===== config.mk =====
export PLATFORM = sky130hd
export DESIGN_NAME = ext_bus_pins
export DESIGN_NICKNAME = d
export VERILOG_FILES = /design/src/ext_bus_pkg.sv /design/src/reset_link_if.sv /design/src/reset_entry.sv /design/src/ext_bus_pins.sv
export SDC_FILE = /design/constraint.sdc
export NUM_CORES = 1
export LEC_CHECK = 0
export BUFFER_PORTS_ARGS = -buffer_cell sky130_fd_sc_hd__buf_4
export CAP_MARGIN = 40
export CORE_MARGIN = 1.5
export CORE_UTILIZATION = 48
export CTS_BUF_LIST = sky130_fd_sc_hd__clkbuf_4 sky130_fd_sc_hd__clkbuf_8 sky130_fd_sc_hd__clkbuf_16
export DETAILED_ROUTE_END_ITERATION = 16
export PLACE_DENSITY = 0.8
export SYNTH_ARGS = -nofsm -noshare
export SYNTH_HDL_FRONTEND = slang
export SYNTH_SLANG_ARGS = --single-unit

===== constraint.sdc =====
create_clock -name clock -period 1.51 [get_ports clock]
set_input_delay 0.2265 -clock clock [delete_from_list [all_inputs] [get_ports clock]]
set_output_delay 0.2265 -clock clock [all_outputs]
set_load 0.05 [all_outputs]

===== src/ext_bus_pkg.sv =====
// Purpose: shared constants for the external memory bus pin logic
// Assumes: clock runs at 250 MHz, one machine cycle is a fixed count of clocks
// Notes:   phase windows are counted from phase 0 of each machine cycle
package ext_bus_pkg;

    // machine cycle framing
    localparam int unsigned PHASES_PER_CYCLE = 12;
    localparam logic [3:0]  PHASE_LAST       = 4'hB;
    localparam logic [3:0]  PHASE_HALF       = 4'h6;

    // address latch strobe windows, one per half cycle
    localparam logic [3:0]  ALE_A_START      = 4'h0;
    localparam logic [3:0]  ALE_A_END        = 4'h1;
    localparam logic [3:0]  ALE_B_START      = 4'h6;
    localparam logic [3:0]  ALE_B_END        = 4'h7;

    // program-fetch strobe windows
    localparam logic [3:0]  FETCH_A_START    = 4'h2;
    localparam logic [3:0]  FETCH_A_END      = 4'h4;
    localparam logic [3:0]  FETCH_B_START    = 4'h8;
    localparam logic [3:0]  FETCH_B_END      = 4'hA;

    // external data strobe window, inside the second half
    localparam logic [3:0]  DATA_STB_START   = 4'h7;
    localparam logic [3:0]  DATA_STB_END     = 4'hA;

    // control port strobe bit positions
    localparam int unsigned WRITE_STROBE_BIT = 6;
    localparam int unsigned READ_STROBE_BIT  = 7;

    // reset pin timing in machine cycles
    localparam int unsigned RESET_HOLD_CYCLES = 2;
    localparam int unsigned HOST_ENTRY_CYCLES = 20;

    localparam logic [7:0]  PORT_IDLE        = 8'hFF;
    localparam logic [15:0] ADDR_ZERO        = 16'h0000;

endpackage


===== src/reset_link_if.sv =====
// Purpose: carries machine cycle timing and reset state between bus and reset logic
// Assumes: single clock domain
// Notes:   none
`timescale 1ns/10ps
interface reset_link_if;
    logic cycle_tick;
    logic fetch_pin_level;
    logic device_reset;
    logic host_mode;

    modport bus_side (
        output cycle_tick,
        output fetch_pin_level,
        input  device_reset,
        input  host_mode
    );
    modport reset_side (
        input  cycle_tick,
        input  fetch_pin_level,
        output device_reset,
        output host_mode
    );
endinterface


===== src/reset_entry.sv =====
// Purpose: reset pin qualification and external host mode entry
// Assumes: reset pin and fetch strobe pin are synchronous to clock
// Notes:   counts whole machine cycles while the reset pin stays high
`timescale 1ns/10ps
module reset_entry
    import ext_bus_pkg::*;
#(
    parameter int unsigned COUNT_WIDTH = 5
) (
    // clock and reset
    input  wire logic         clock,
    input  wire logic         sys_rst,
    // device reset pin
    input  wire logic         reset_pin,
    // link to bus logic
    reset_link_if.reset_side  link
);

    if ((2 ** COUNT_WIDTH) <= HOST_ENTRY_CYCLES + 1) begin : g_width_check
        $error("reset_entry: COUNT_WIDTH too small");
    end

    localparam logic [COUNT_WIDTH-1:0] HOLD_COUNT  = COUNT_WIDTH'(RESET_HOLD_CYCLES);
    localparam logic [COUNT_WIDTH-1:0] ENTRY_COUNT = COUNT_WIDTH'(HOST_ENTRY_CYCLES);

    typedef struct packed {
        logic [COUNT_WIDTH-1:0] held;
        logic                   fetch_prev;
        logic                   device_reset;
        logic                   host_mode;
    } entry_state_t;

    entry_state_t state;
    entry_state_t next_state;

    always_comb begin
        next_state            = state;
        next_state.fetch_prev = link.fetch_pin_level;
        if (!reset_pin) begin
            next_state.held         = '0;
            next_state.device_reset = 1'b0;
        end else begin
            if (link.cycle_tick && state.held <= ENTRY_COUNT)
                next_state.held = state.held + COUNT_WIDTH'(1);
            if (state.held >= HOLD_COUNT)
                next_state.device_reset = 1'b1;
            if (state.held == HOLD_COUNT)
                next_state.host_mode = 1'b0;
            // falling edge on the strobe pin after a long enough reset
            if (state.held > ENTRY_COUNT && state.fetch_prev && !link.fetch_pin_level)
                next_state.host_mode = 1'b1;
        end
    end

    always_ff @(posedge clock) begin
        if (sys_rst) begin
            state <= '{held: '0, fetch_prev: 1'b1, device_reset: 1'b1, host_mode: 1'b0};
        end else begin
            state <= next_state;
        end
    end

    assign link.device_reset = state.device_reset;
    assign link.host_mode    = state.host_mode;

endmodule // reset_entry


===== src/ext_bus_pins.sv =====
// Purpose: external memory bus pin sequencing for fetch and data accesses
// Assumes: core inputs synchronous to clock; low byte bus handled elsewhere
// Notes:   fixed twelve-clock machine cycle
`timescale 1ns/10ps
module ext_bus_pins
    import ext_bus_pkg::*;
#(
    parameter int unsigned RESET_COUNT_WIDTH = 5
) (
    // clock and reset
    input  wire logic        clock,
    input  wire logic        sys_rst,
    // device pins: reset and execution select
    input  wire logic        reset_pin,
    input  wire logic        external_exec,
    // program fetch strobe pin
    output logic             program_fetch_strobe_n_out,
    output logic             program_fetch_strobe_n_oe_n,
    input  wire logic        program_fetch_strobe_n_in,
    // address latch strobe and low address byte
    output logic             address_latch_strobe,
    output logic [7:0]       low_address,
    // high-address port pins
    output logic [7:0]       high_address_port_out,
    output logic [7:0]       high_address_port_oe_n,
    output logic [7:0]       high_address_port_pull,
    input  wire logic [7:0]  high_address_port_in,
    // control port pins
    output logic [7:0]       control_port_out,
    output logic [7:0]       control_port_oe_n,
    output logic [7:0]       control_port_pull,
    input  wire logic [7:0]  control_port_in,
    // port output latches from the core
    input  wire logic [7:0]  high_port_latch,
    input  wire logic [7:0]  control_port_latch,
    // core fetch address
    input  wire logic [15:0] fetch_address,
    // core data access request
    input  wire logic        data_valid,
    output logic             data_ready,
    input  wire logic        data_write,
    input  wire logic        data_wide,
    input  wire logic [15:0] data_address,
    output logic             data_done,
    // status
    output logic             device_reset,
    output logic             host_mode,
    output logic [7:0]       host_high_address,
    output logic [7:0]       host_control
);

    ////////////////////////////////////////////////////////////////////////////////

    initial begin
        if (PHASES_PER_CYCLE != 32'(PHASE_LAST) + 1)
            $error("ext_bus_pins: phase framing inconsistent");
    end

    typedef struct packed {
        logic [3:0]  phase;
        logic        pending;
        logic        data_cycle;
        logic        access_write;
        logic        access_wide;
        logic [15:0] access_addr;
        logic        done;
        logic        ale;
        logic [7:0]  low_addr;
        logic        fetch_out;
        logic        fetch_oe_n;
        logic [7:0]  hi_out;
        logic [7:0]  hi_oe_n;
        logic [7:0]  hi_pull;
        logic [7:0]  ctl_out;
        logic [7:0]  ctl_oe_n;
        logic [7:0]  ctl_pull;
        logic [7:0]  host_hi;
        logic [7:0]  host_ctl;
    } bus_state_t;

    bus_state_t state;
    bus_state_t next_state;

    reset_link_if link ();

    reset_entry #(
        .COUNT_WIDTH (RESET_COUNT_WIDTH)
    ) u_reset_entry (
        .clock     (clock),
        .sys_rst   (sys_rst),
        .reset_pin (reset_pin),
        .link      (link.reset_side)
    );

    ////////////////////////////////////////////////////////////////////////////////

    function automatic logic in_window(input logic [3:0] ph, input logic [3:0] lo,
                                       input logic [3:0] hi);
        in_window = (ph >= lo) && (ph <= hi);
    endfunction

    // returns {out, oe_n, pull}; forced bits drive strongly, latch ones only pull
    function automatic logic [23:0] port_pins(input logic [7:0] latch,
                                              input logic [7:0] force_mask,
                                              input logic [7:0] force_val);
        logic [7:0] out_v;
        logic [7:0] oe_v;
        logic [7:0] pull_v;
        out_v  = (force_mask & force_val);
        oe_v   = ~(force_mask | ~latch);
        pull_v = ~force_mask & latch;
        port_pins = {out_v, oe_v, pull_v};
    endfunction

    logic        first_half;
    logic        active;
    logic        strobe_win;
    logic        use_data_addr;
    logic [7:0]  hi_force;
    logic [7:0]  hi_value;
    logic [7:0]  ctl_force;
    logic [7:0]  ctl_value;

    always_comb begin
        next_state      = state;
        first_half      = (state.phase < PHASE_HALF);
        active          = !link.device_reset && !link.host_mode;
        strobe_win      = state.data_cycle && in_window(state.phase, DATA_STB_START,
                                                         DATA_STB_END);
        use_data_addr   = state.data_cycle && !first_half;
        hi_force        = 8'h00;
        hi_value        = 8'h00;
        ctl_force       = 8'h00;
        ctl_value       = PORT_IDLE;

        next_state.phase = (state.phase == PHASE_LAST) ? 4'h0 : state.phase + 4'h1;
        next_state.done  = 1'b0;

        // data request handshake
        if (data_valid && !state.pending) begin
            next_state.pending      = 1'b1;
            next_state.access_write = data_write;
            next_state.access_wide  = data_wide;
            next_state.access_addr  = data_address;
        end
        if (state.phase == PHASE_LAST) begin
            next_state.data_cycle = state.pending && !state.data_cycle && active;
            if (state.data_cycle) begin
                next_state.pending = 1'b0;
                next_state.done    = 1'b1;
            end
        end
        if (!active) begin
            next_state.data_cycle = 1'b0;
        end

        // upper address byte; wide data address held for the whole second half, narrow leaves the port to its latch
        if (active) begin
            if (use_data_addr && state.access_wide) begin
                hi_force = PORT_IDLE;
                hi_value = state.access_addr[15:8];
            end else if (use_data_addr) begin
                hi_force = 8'h00;
            end else if (external_exec) begin
                hi_force = PORT_IDLE;
                hi_value = fetch_address[15:8];
            end
            if (strobe_win) begin
                ctl_force[WRITE_STROBE_BIT] = state.access_write;
                ctl_value[WRITE_STROBE_BIT] = 1'b0;
                ctl_force[READ_STROBE_BIT]  = !state.access_write;
                ctl_value[READ_STROBE_BIT]  = 1'b0;
            end
        end

        {next_state.hi_out, next_state.hi_oe_n, next_state.hi_pull} =
            port_pins(high_port_latch, hi_force, hi_value);
        {next_state.ctl_out, next_state.ctl_oe_n, next_state.ctl_pull} =
            port_pins(control_port_latch, ctl_force, ctl_value);

        // address latch strobe on each half, carrying the address of that half
        // a pulse only starts at its window start, so leaving reset never cuts one short
        next_state.ale = (in_window(state.phase, ALE_A_START, ALE_A_END)
                          || in_window(state.phase, ALE_B_START, ALE_B_END))
                         && (state.ale || (active && (state.phase == ALE_A_START
                                                      || state.phase == ALE_B_START)));
        if (!active) begin
            next_state.low_addr = 8'h00;
        end else if (use_data_addr) begin
            next_state.low_addr = state.access_addr[7:0];
        end else begin
            next_state.low_addr = fetch_address[7:0];
        end

        // fetch strobe: high when internal, two pulses when external, only the first in a data cycle
        next_state.fetch_oe_n = link.host_mode;
        next_state.fetch_out  = 1'b1;
        if (active && external_exec) begin
            if (in_window(state.phase, FETCH_A_START, FETCH_A_END))
                next_state.fetch_out = 1'b0;
            if (in_window(state.phase, FETCH_B_START, FETCH_B_END) && !state.data_cycle)
                next_state.fetch_out = 1'b0;
        end

        // host programming: release both ports and take their levels in
        if (link.host_mode) begin
            next_state.hi_oe_n  = PORT_IDLE;
            next_state.ctl_oe_n = PORT_IDLE;
            next_state.hi_pull  = PORT_IDLE;
            next_state.ctl_pull = PORT_IDLE;
            next_state.host_hi  = high_address_port_in;
            next_state.host_ctl = control_port_in;
        end
    end

    always_ff @(posedge clock) begin
        if (sys_rst) begin
            state <= '{phase: 4'h0, pending: 1'b0, data_cycle: 1'b0, access_write: 1'b0,
                       access_wide: 1'b0, access_addr: ADDR_ZERO, done: 1'b0, ale: 1'b0,
                       low_addr: 8'h00, fetch_out: 1'b1, fetch_oe_n: 1'b0,
                       hi_out: 8'h00, hi_oe_n: PORT_IDLE, hi_pull: PORT_IDLE,
                       ctl_out: 8'h00, ctl_oe_n: PORT_IDLE, ctl_pull: PORT_IDLE,
                       host_hi: 8'h00, host_ctl: 8'h00};
        end else begin
            state <= next_state;
        end
    end

    ////////////////////////////////////////////////////////////////////////////////

    assign link.cycle_tick      = (state.phase == PHASE_LAST);
    assign link.fetch_pin_level = program_fetch_strobe_n_in;

    assign program_fetch_strobe_n_out  = state.fetch_out;
    assign program_fetch_strobe_n_oe_n = state.fetch_oe_n;
    assign address_latch_strobe        = state.ale;
    assign low_address                 = state.low_addr;
    assign high_address_port_out       = state.hi_out;
    assign high_address_port_oe_n      = state.hi_oe_n;
    assign high_address_port_pull      = state.hi_pull;
    assign control_port_out            = state.ctl_out;
    assign control_port_oe_n           = state.ctl_oe_n;
    assign control_port_pull           = state.ctl_pull;
    // one request held at a time; the next waits for the done pulse
    assign data_ready                  = !state.pending;
    assign data_done                   = state.done;
    assign device_reset                = link.device_reset;
    assign host_mode                   = link.host_mode;
    assign host_high_address           = state.host_hi;
    assign host_control                = state.host_ctl;

endmodule // ext_bus_pins


# Yosys cells after proc, flatten, opt, wreduce, memory -nomap -nowiden
# Cells that the tools add are included.
# totals
regBits	108
latchBits	0
mem_bits_rw	0
mem_bits_ro	0
in_bits	72
output_inout_bits	79
memories	0
# op_classes
addsub	2
n_mul	0
n_div	0
magnitude_cmp	13
eq_ne	4
shift	0
muxes	23
bitwise_logic	16
reduce_logical	38
# op_table
cell	n
$mux W8	9
$not A8 Y8	6
$and A8 B8 Y8	4
$logic_and A1 B1 Y1	19
$or A8 B8 Y8	2
$reduce_or A2 Y1	6
$mux W2	5
$mux W1	9
$ge A4 B3 Y1 const B	2
$le A4 B3 Y1 const B	2
$logic_not A1 Y1	7
$add A5 B1 Y5 const B	1
$eq A5 B2 Y1 const B	1
$ge A5 B2 Y1 const B	1
$gt A5 B5 Y1 const B	1
$le A5 B5 Y1 const B	1
$add A4 B1 Y4 const B	1
$eq A4 B3 Y1 const B	1
$eq A4 B4 Y1 const B	1
$ge A4 B1 Y1 const B	1
$ge A4 B2 Y1 const B	1
$ge A4 B4 Y1 const B	1
$le A4 B1 Y1 const B	1
$le A4 B4 Y1 const B	1
7 further kinds	12

# Logic depth before layout (Yosys ltp)
# Gate-level depths: netlist (run 1).
# logic_depth
depth_word	8
ltp_mapped	7

# Cells and area by module
# From an unflattened synthesis (run 1), not the netlist that was laid out.
# unflattened
cells_unflattened	420
area_unflattened_um2	3767.4
# modules_own_cells
mod	instances	cells_per_inst	area_per_inst_um2
ext_bus_pins	1	380	3394.5
reset_entry	1	40	372.9

# Worst setup path before layout (run 1)
# Ideal clock, no wire load.
# synth_timing
kind	register to register
start	reg u_reset_entry.state, in the netlist u_reset_entry.link.host_mode
end	reg state, in the netlist high_address_port_oe_n[0]
setup_ns	0.115
arrival_time_ns	1.399
t_required_ns	1.395
setup_slack_ns	-0.004
path_stages_with_launch	6
path_buffers	1
period_less_slack_ns	1.514
path_cell_list	dfxtp_1 buf_6 nor3_2 and4_4 a31oi_4 o21a_1
# synth_between
elab_chain_cells	5
word_cells_on_any_way	6
cone_classes	mux: 1; bitwise: 2; reduce/logical: 3
# synth_lines
item	line	source
start: declaration	reset_entry.sv:33	entry_state_t state;
start signal: assignment	reset_entry.sv:57	state <= '{held: '0, fetch_prev: 1'b1, device_reset: 1'b1, host_mode: 1'b0};
start signal: assignment	reset_entry.sv:59	state <= next_state;
$logic_not A1 Y1	ext_bus_pins.sv:127	active = !link.device_reset && !link.host_mode;
$logic_and A1 B1 Y1	ext_bus_pins.sv:127	
$mux W8	ext_bus_pins.sv:158	if (active) begin
$or A8 B8 Y8	ext_bus_pins.sv:110	oe_v = ~(force_mask | ~latch);
$not A8 Y8	ext_bus_pins.sv:110	
end signal: assignment	ext_bus_pins.sv:218	state <= '{phase: 4'h0, pending: 1'b0, data_cycle: 1'b0, access_write: 1'b0,
end signal: assignment	ext_bus_pins.sv:225	state <= next_state;
end: declaration	ext_bus_pins.sv:81	bus_state_t state;
# Parallel ways exist; a longest one is shown, timed or not.
# A chain may end at the register's enable or synchronous reset.

# Worst setup path after layout (run 1)
# layout_timing
start	reg u_reset_entry.state, in the netlist u_reset_entry.link.host_mode
end	out host_mode
# layout_lines
item	line	source
end: declaration	ext_bus_pins.sv:47	output logic host_mode,
# No word-level cell between the ends.

==> metrics, run 1 <==
status complete, no violations; Post-CTS Setup Inserts 0; Req. time, crit path between 1 and 1.5 ns; gpl congestion slightly above 0.8; Final Util a little over 60%; Max Root-Sink Buffers 2; Core Footprint roughly 7600 µm²; die span in x about 91 µm; initial core utilization just under 50%; Post-DRT Antenna Nets 0; post-synthesis sequential area ratio 45.9%; Area Growth Syn to Fin 23.5%; FFs w/ async S/R, synth 0%; pwr dens ~1000 nW/µm²; Slew Limit Fails 0; DRC 0; most common cell after layout, fill and taps aside buf_4; Leak 0.00204 µW; Worst-path clk slew roughly 0.09 ns; detailed-placement wirelength estimate between 5 and 6 mm; Final Non-Filler Cells 607; CP Launch Type flop; post-synth cell types 42; CTS HTree Levels 3; GRT Util Overall between 10% and 20%; Skew-Pair Late Insertion Delay 0.35 ns; final WL just under 8 mm; share of layout cells above drive strength 1 between 30% and 40%; Yosys top cell by area dfxtp_1; Setup crit end kind output pin; Synth Flop Type dfxtp_1; Worst EP arrival 1.20 ns; Port Buffers roughly 140; Peak supply drop around 410 µV; drt first pass iters 4; Avg WL per Cell between 10 and 15 µm; post-route cell area between 4000 and 5000 µm²; largest cells by area after synthesis dfxtp_1, buf_4, nand2_1, a21oi_1, mux2i_1; clk sinks 86; yosys warns 0; cells after synthesis 420; Fillers 665; Finish-stage setup viols 0; Post-CTS Hold Buffers 0; CTS tree yes; cts bufs inserted 9; first-pass GRT wire length about 13 mm; Hold Vio Cnt, Final 0; clock skew between 0.01 and 0.015 ns; number of max-cap violations 0; ant diodes 0; CTS Root Cell clkbuf_8; vias in the first global route about 2.8k; Via density between 4 and 5; leading cell types in the layout, fill and taps excluded buf_4, dfxtp_1, nand2_1; dpl cells roughly 590; Final period util 94.7%; total grt overflow 0; HP Class in2reg; DR vias between 2k and 3k; placed inst area 4420 µm²; EDFF count, synth 0; Critical Path Fanout Max 24; largest net degree at the start of global routing 25; Setup CP Type reg2out; RSZ-0062 raised after global routing no; f_max roughly 700 MHz; die area between 8000 and 9000 µm²; I/O pin cnt 151; Nets between 500 and 600; Iter 0 DRT Violations 147; top-area cell type share of the netlist area ~46%; number of antenna violations at the first check in global routing 0; Rows 32; Seq cells post-synth 86; synthesized area about 3800 µm²; Syn Area/Cell approximately 8.9 µm²; minimum clock period between 1 and 1.5 ns; Die H 91.4 µm; total negative slack 0 ns
==> critical path, stage by stage, from the launching register on <==
cell	delay [ns]
dfxtp_2	0.39
buf_8	0.22
buf_4	0.24
==> registers in the layout, indices dropped and copies added (netlist names), 2 cells and up <==
signal                  cells
control_port_out            2
host_control                8
control_port_oe_n           8
low_address                 8
state                      24
high_address_port_oe_n      8
u_reset_entry.state         6
host_high_address           8
high_address_port_out       8
==> routing by layer <==
metal	global-route usage [%]	routed length [µm]
met5	0	0
met1	21.6	3140
met3	5.53	516
met2	33.3	3960
met4	8.33	153
==> final timing paths <==
| check | slack, ns | endpoint | depth (start not counted) | startpoint |
|---|---|---|---|---|
| worst min-delay path | 0.05 | control_port_oe_n[0] | 2 | control_port_latch[0] |
| worst min register to register | 0.46 | state[76] | 2 | state[76] |
| worst max-delay path | 0.08 | host_mode | 2 | u_reset_entry.link.host_mode |
| worst max register to register | 0.13 | u_reset_entry.state[4] | 5 | state[97] |
==> synthesized netlist by cell type (all sizes together), types with 3 or more instances <==
| cell type | number |
|---|---|
| a21oi | 37 |
| buf | 91 |
| clkbuf | 4 |
| dfxtp | 86 |
| ha | 7 |
| inv | 6 |
| mux2i | 16 |
| nand2 | 64 |
| nand3 | 20 |
| nor2 | 30 |
| nor3 | 8 |
| o21a | 9 |
| o21ai | 3 |
| or3 | 6 |
==> area by class of cell <==
class,count,area (µm²),area share (%)
Sequential cell,86,1720,37.2
Inverter,6,22.5,0.486
Timing Repair Buffer,157,1200,25.8
Multi-Input combinational cell,240,1360,29.3
Clock inverter,7,81.3,1.75
Tap cell,102,128,2.75
Clock buffer,9,124,2.67
==> through the flow <==
| step | total power (µW) | setup slack [ns] | hold WS, ns |
|---|---|---|---|
| floorplan | 3040 | 0.0917 | 0.325 |
| global placement | 3240 | 0.0374 | 0.407 |
| detailed placement | 3250 | -0.0398 | 0.409 |
| CTS | 4880 | 0.0165 | 0.0298 |
| global route | 5060 | 0.00897 | 0.0247 |
| finish | 4840 | 0.0793 | 0.0481 |
==> cells by family after synthesis <==
group,after synthesis,synth area share (%)
other,1,0.0999
xor gates and xnor gates,4,0.933
muxes,18,4.86
buffers and inverters,101,18.8
adders and majority gates,7,2.33
AOI/OAI and AO/OA,61,10.2
and+or+nand+nor,142,17.0
DFF,86,45.9
==> report_power, final <==
part | internal (µW) | leakage (µW) | switching (µW)
clock | 784 | 0.000100 | 854
sequential | 2350 | 0.000705 | 51.0
combinational | 303 | 0.00123 | 495
==> repair_timing <==
action	CTS	global route
gates cloned	0	0
endpoints found under the hold margin	0	0
gates resized for setup	2	3
pin swaps	0	0
endpoints found under the setup margin	6	10
Note: power is estimated with default switching activity, not from simulation.
==> run 2, diff against run 1 <==
==> constraint.sdc (replaced) <==
create_clock -name clock -period 1.51 [get_ports clock]
set_input_delay 0.453 -clock clock [delete_from_list [all_inputs] [get_ports clock]]
set_output_delay 0.453 -clock clock [all_outputs]
set_load 0.05 [all_outputs]
==> run 2 against run 1 <==
Against the previous run:
- maximum frequency decreased by 1.1%
- hold slack better by 0.23 ns
- sequential power barely moved
- clock skew shrank 0.0026 ns
- largest cell class unchanged
- largest power group unchanged
==> metrics, run 2 (synthesis results as in run 1) <==
met2 usage approximately 33%; CTS tree yes; Critical Path Source u_reset_entry.link.host_mode; Reg with most FFs state; placed inst area about 4400 µm²; f_max around 690 MHz; DRC 0; Fillers ~700; Setup CP Type reg2out; met3 usage between 4 and 5%; vias in the first global route ~2.7k; Req. time, crit path about 1.1 ns; dpl cells 591; Worst EP arrival 0.99 ns; DR vias around 2.9k; Post-DRT Antenna Nets 0; Hold Vio Cnt, Final 0; Rows 32; Area Growth Syn to Fin 24.1%; cts bufs inserted 9; final WL approximately 7.8 mm; Skew-Pair Late Insertion Delay ~0.35 ns; Port Buffers between 100 and 150; first-pass GRT wire length roughly 12 mm; Setup crit end kind output pin; share of layout cells above drive strength 1 37.1%; GR peak layer met2; CTS HTree Levels 3; CP peak stage delay around 0.42 ns; largest delay contributor family on the critical path flip-flops; max reg flops 24; Final period util about 96%; post-route cell area approximately 4700 µm²; Nets roughly 580; most common cell after layout, fill and taps aside buf_4; Seq. cell area 1730 µm²; clk sinks 86; Slew Limit Fails 0; leading cell types in the layout, fill and taps excluded buf_4, dfxtp_1, nand2_1; sw power between 1000 and 1500 µW; CTS Root Cell clkbuf_8; Leak approximately 0.002 µW; Final Hold Slack about 0.28 ns; final worst slack 0.0638 ns; number of antenna violations at the first check in global routing 0; number of max-cap violations 0; status complete, no violations; gpl congestion approximately 0.82; largest net degree at the start of global routing 22; Gate power share between 10% and 20%; Peak supply drop slightly below 600 µV; Core Footprint 7650 µm²; I/O pin cnt between 150 and 200; clock skew around 0.009 ns; clock share of power 35.5%; post-place setup slack -0.0483 ns; area of the multi-input gates 1360 µm²; Post-CTS Hold Buffers 0; Die H approximately 91 µm; switching share of power 27.5%; GRT Util Overall 18.7%; CP max-delay cell dfxtp_2; Power Internal approximately 3600 µW; total grt overflow 0; CP Launch Type flop; pwr dens roughly 1100 nW/µm²; Worst-path clk slew 0.09 ns; Finish-stage setup viols 0; detailed-placement wirelength estimate about 5.7 mm; initial core utilization 49.1%; Via density approximately 4.8; Iter 0 DRT Violations 115; sequential share of power about half; r2r startpoint state[98]; HP Class in2reg; Hold Crit Start control_port_latch[2]; Critical Path Fanout Max 8; ant diodes 0; worst path bufs/invs 1; met1 usage a little over a fifth; total negative slack 0 ns; Avg WL per Cell roughly 13 µm; Max Root-Sink Buffers 2; RSZ-0062 raised after global routing no; drt first pass iters 4; die area approximately 8400 µm²; minimum clock period roughly 1.4 ns; critical path cell sequence buf_4; Final Non-Filler Cells between 600 and 700; die span in x between 90 and 100 µm
==> run 2: changes by cell type in the layout (fill, tap and decap cells not counted) <==
cell,delta
dfxtp_1,-1
buf_4,+3
buf_8,-1
nand2_1,+1
nand2_2,-1
dfxtp_2,+1
bufinv_16,+1
clkinv_2,+1
inv_6,-2
==> run 2: cell type report <==
| cell class | count | area share (%) |
|---|---|---|
| clock buffers | 9 | 2.66 |
| clock inverters | 7 | 2.12 |
| inverters | 6 | 0.483 |
| multi-input cells | 240 | 29.1 |
| flip-flops and latches | 86 | 37.0 |
| well taps | 102 | 2.74 |
| repair buffers | 159 | 25.9 |
==> run 2: path summary, 6_finish.rpt <==
path	endpoint	slack [ns]	cells past startpoint
max reg2reg	high_address_port_out[5]	0.11	5
min	control_port_oe_n[2]	0.28	2
max	host_mode	0.06	1
min reg2reg	state[91]	0.46	2
==> run 2: routing by layer <==
layer	share of wire [%]	up-vias
li1	-	1462
met1	40	1320
met2	52	104
met3	6.2	8
met4	1.5	0
met5	0	-
==> run 2: what timing repair did <==
| action | 4_1_cts | 5_1_grt |
|---|---|---|
| setup endpoints to repair | 5 | 6 |
| gates resized for setup | 1 | 2 |
| cloned | 0 | 0 |
| setup buffers | 0 | 2 |
==> run 2: power groups by stage <==
stage / registers (µW) / clock network, µW / logic [µW]
2_1_floorplan: 2460 / 0 / 588
3_3_place_gp: 2450 / 0 / 785
3_5_place_dp: 2460 / 0 / 796
4_1_cts: 2400 / 1810 / 798
5_1_grt: 2420 / 1920 / 845
6_report: 2400 / 1760 / 792
==> run 2: metrics by stage <==
stage	power (µW)	utilization, %
after floorplan	3040	-
after global placement	3240	57.8
after detailed placement	3250	57.8
after CTS	5010	60.7
after global routing	5180	60.9
final	4950	60.9
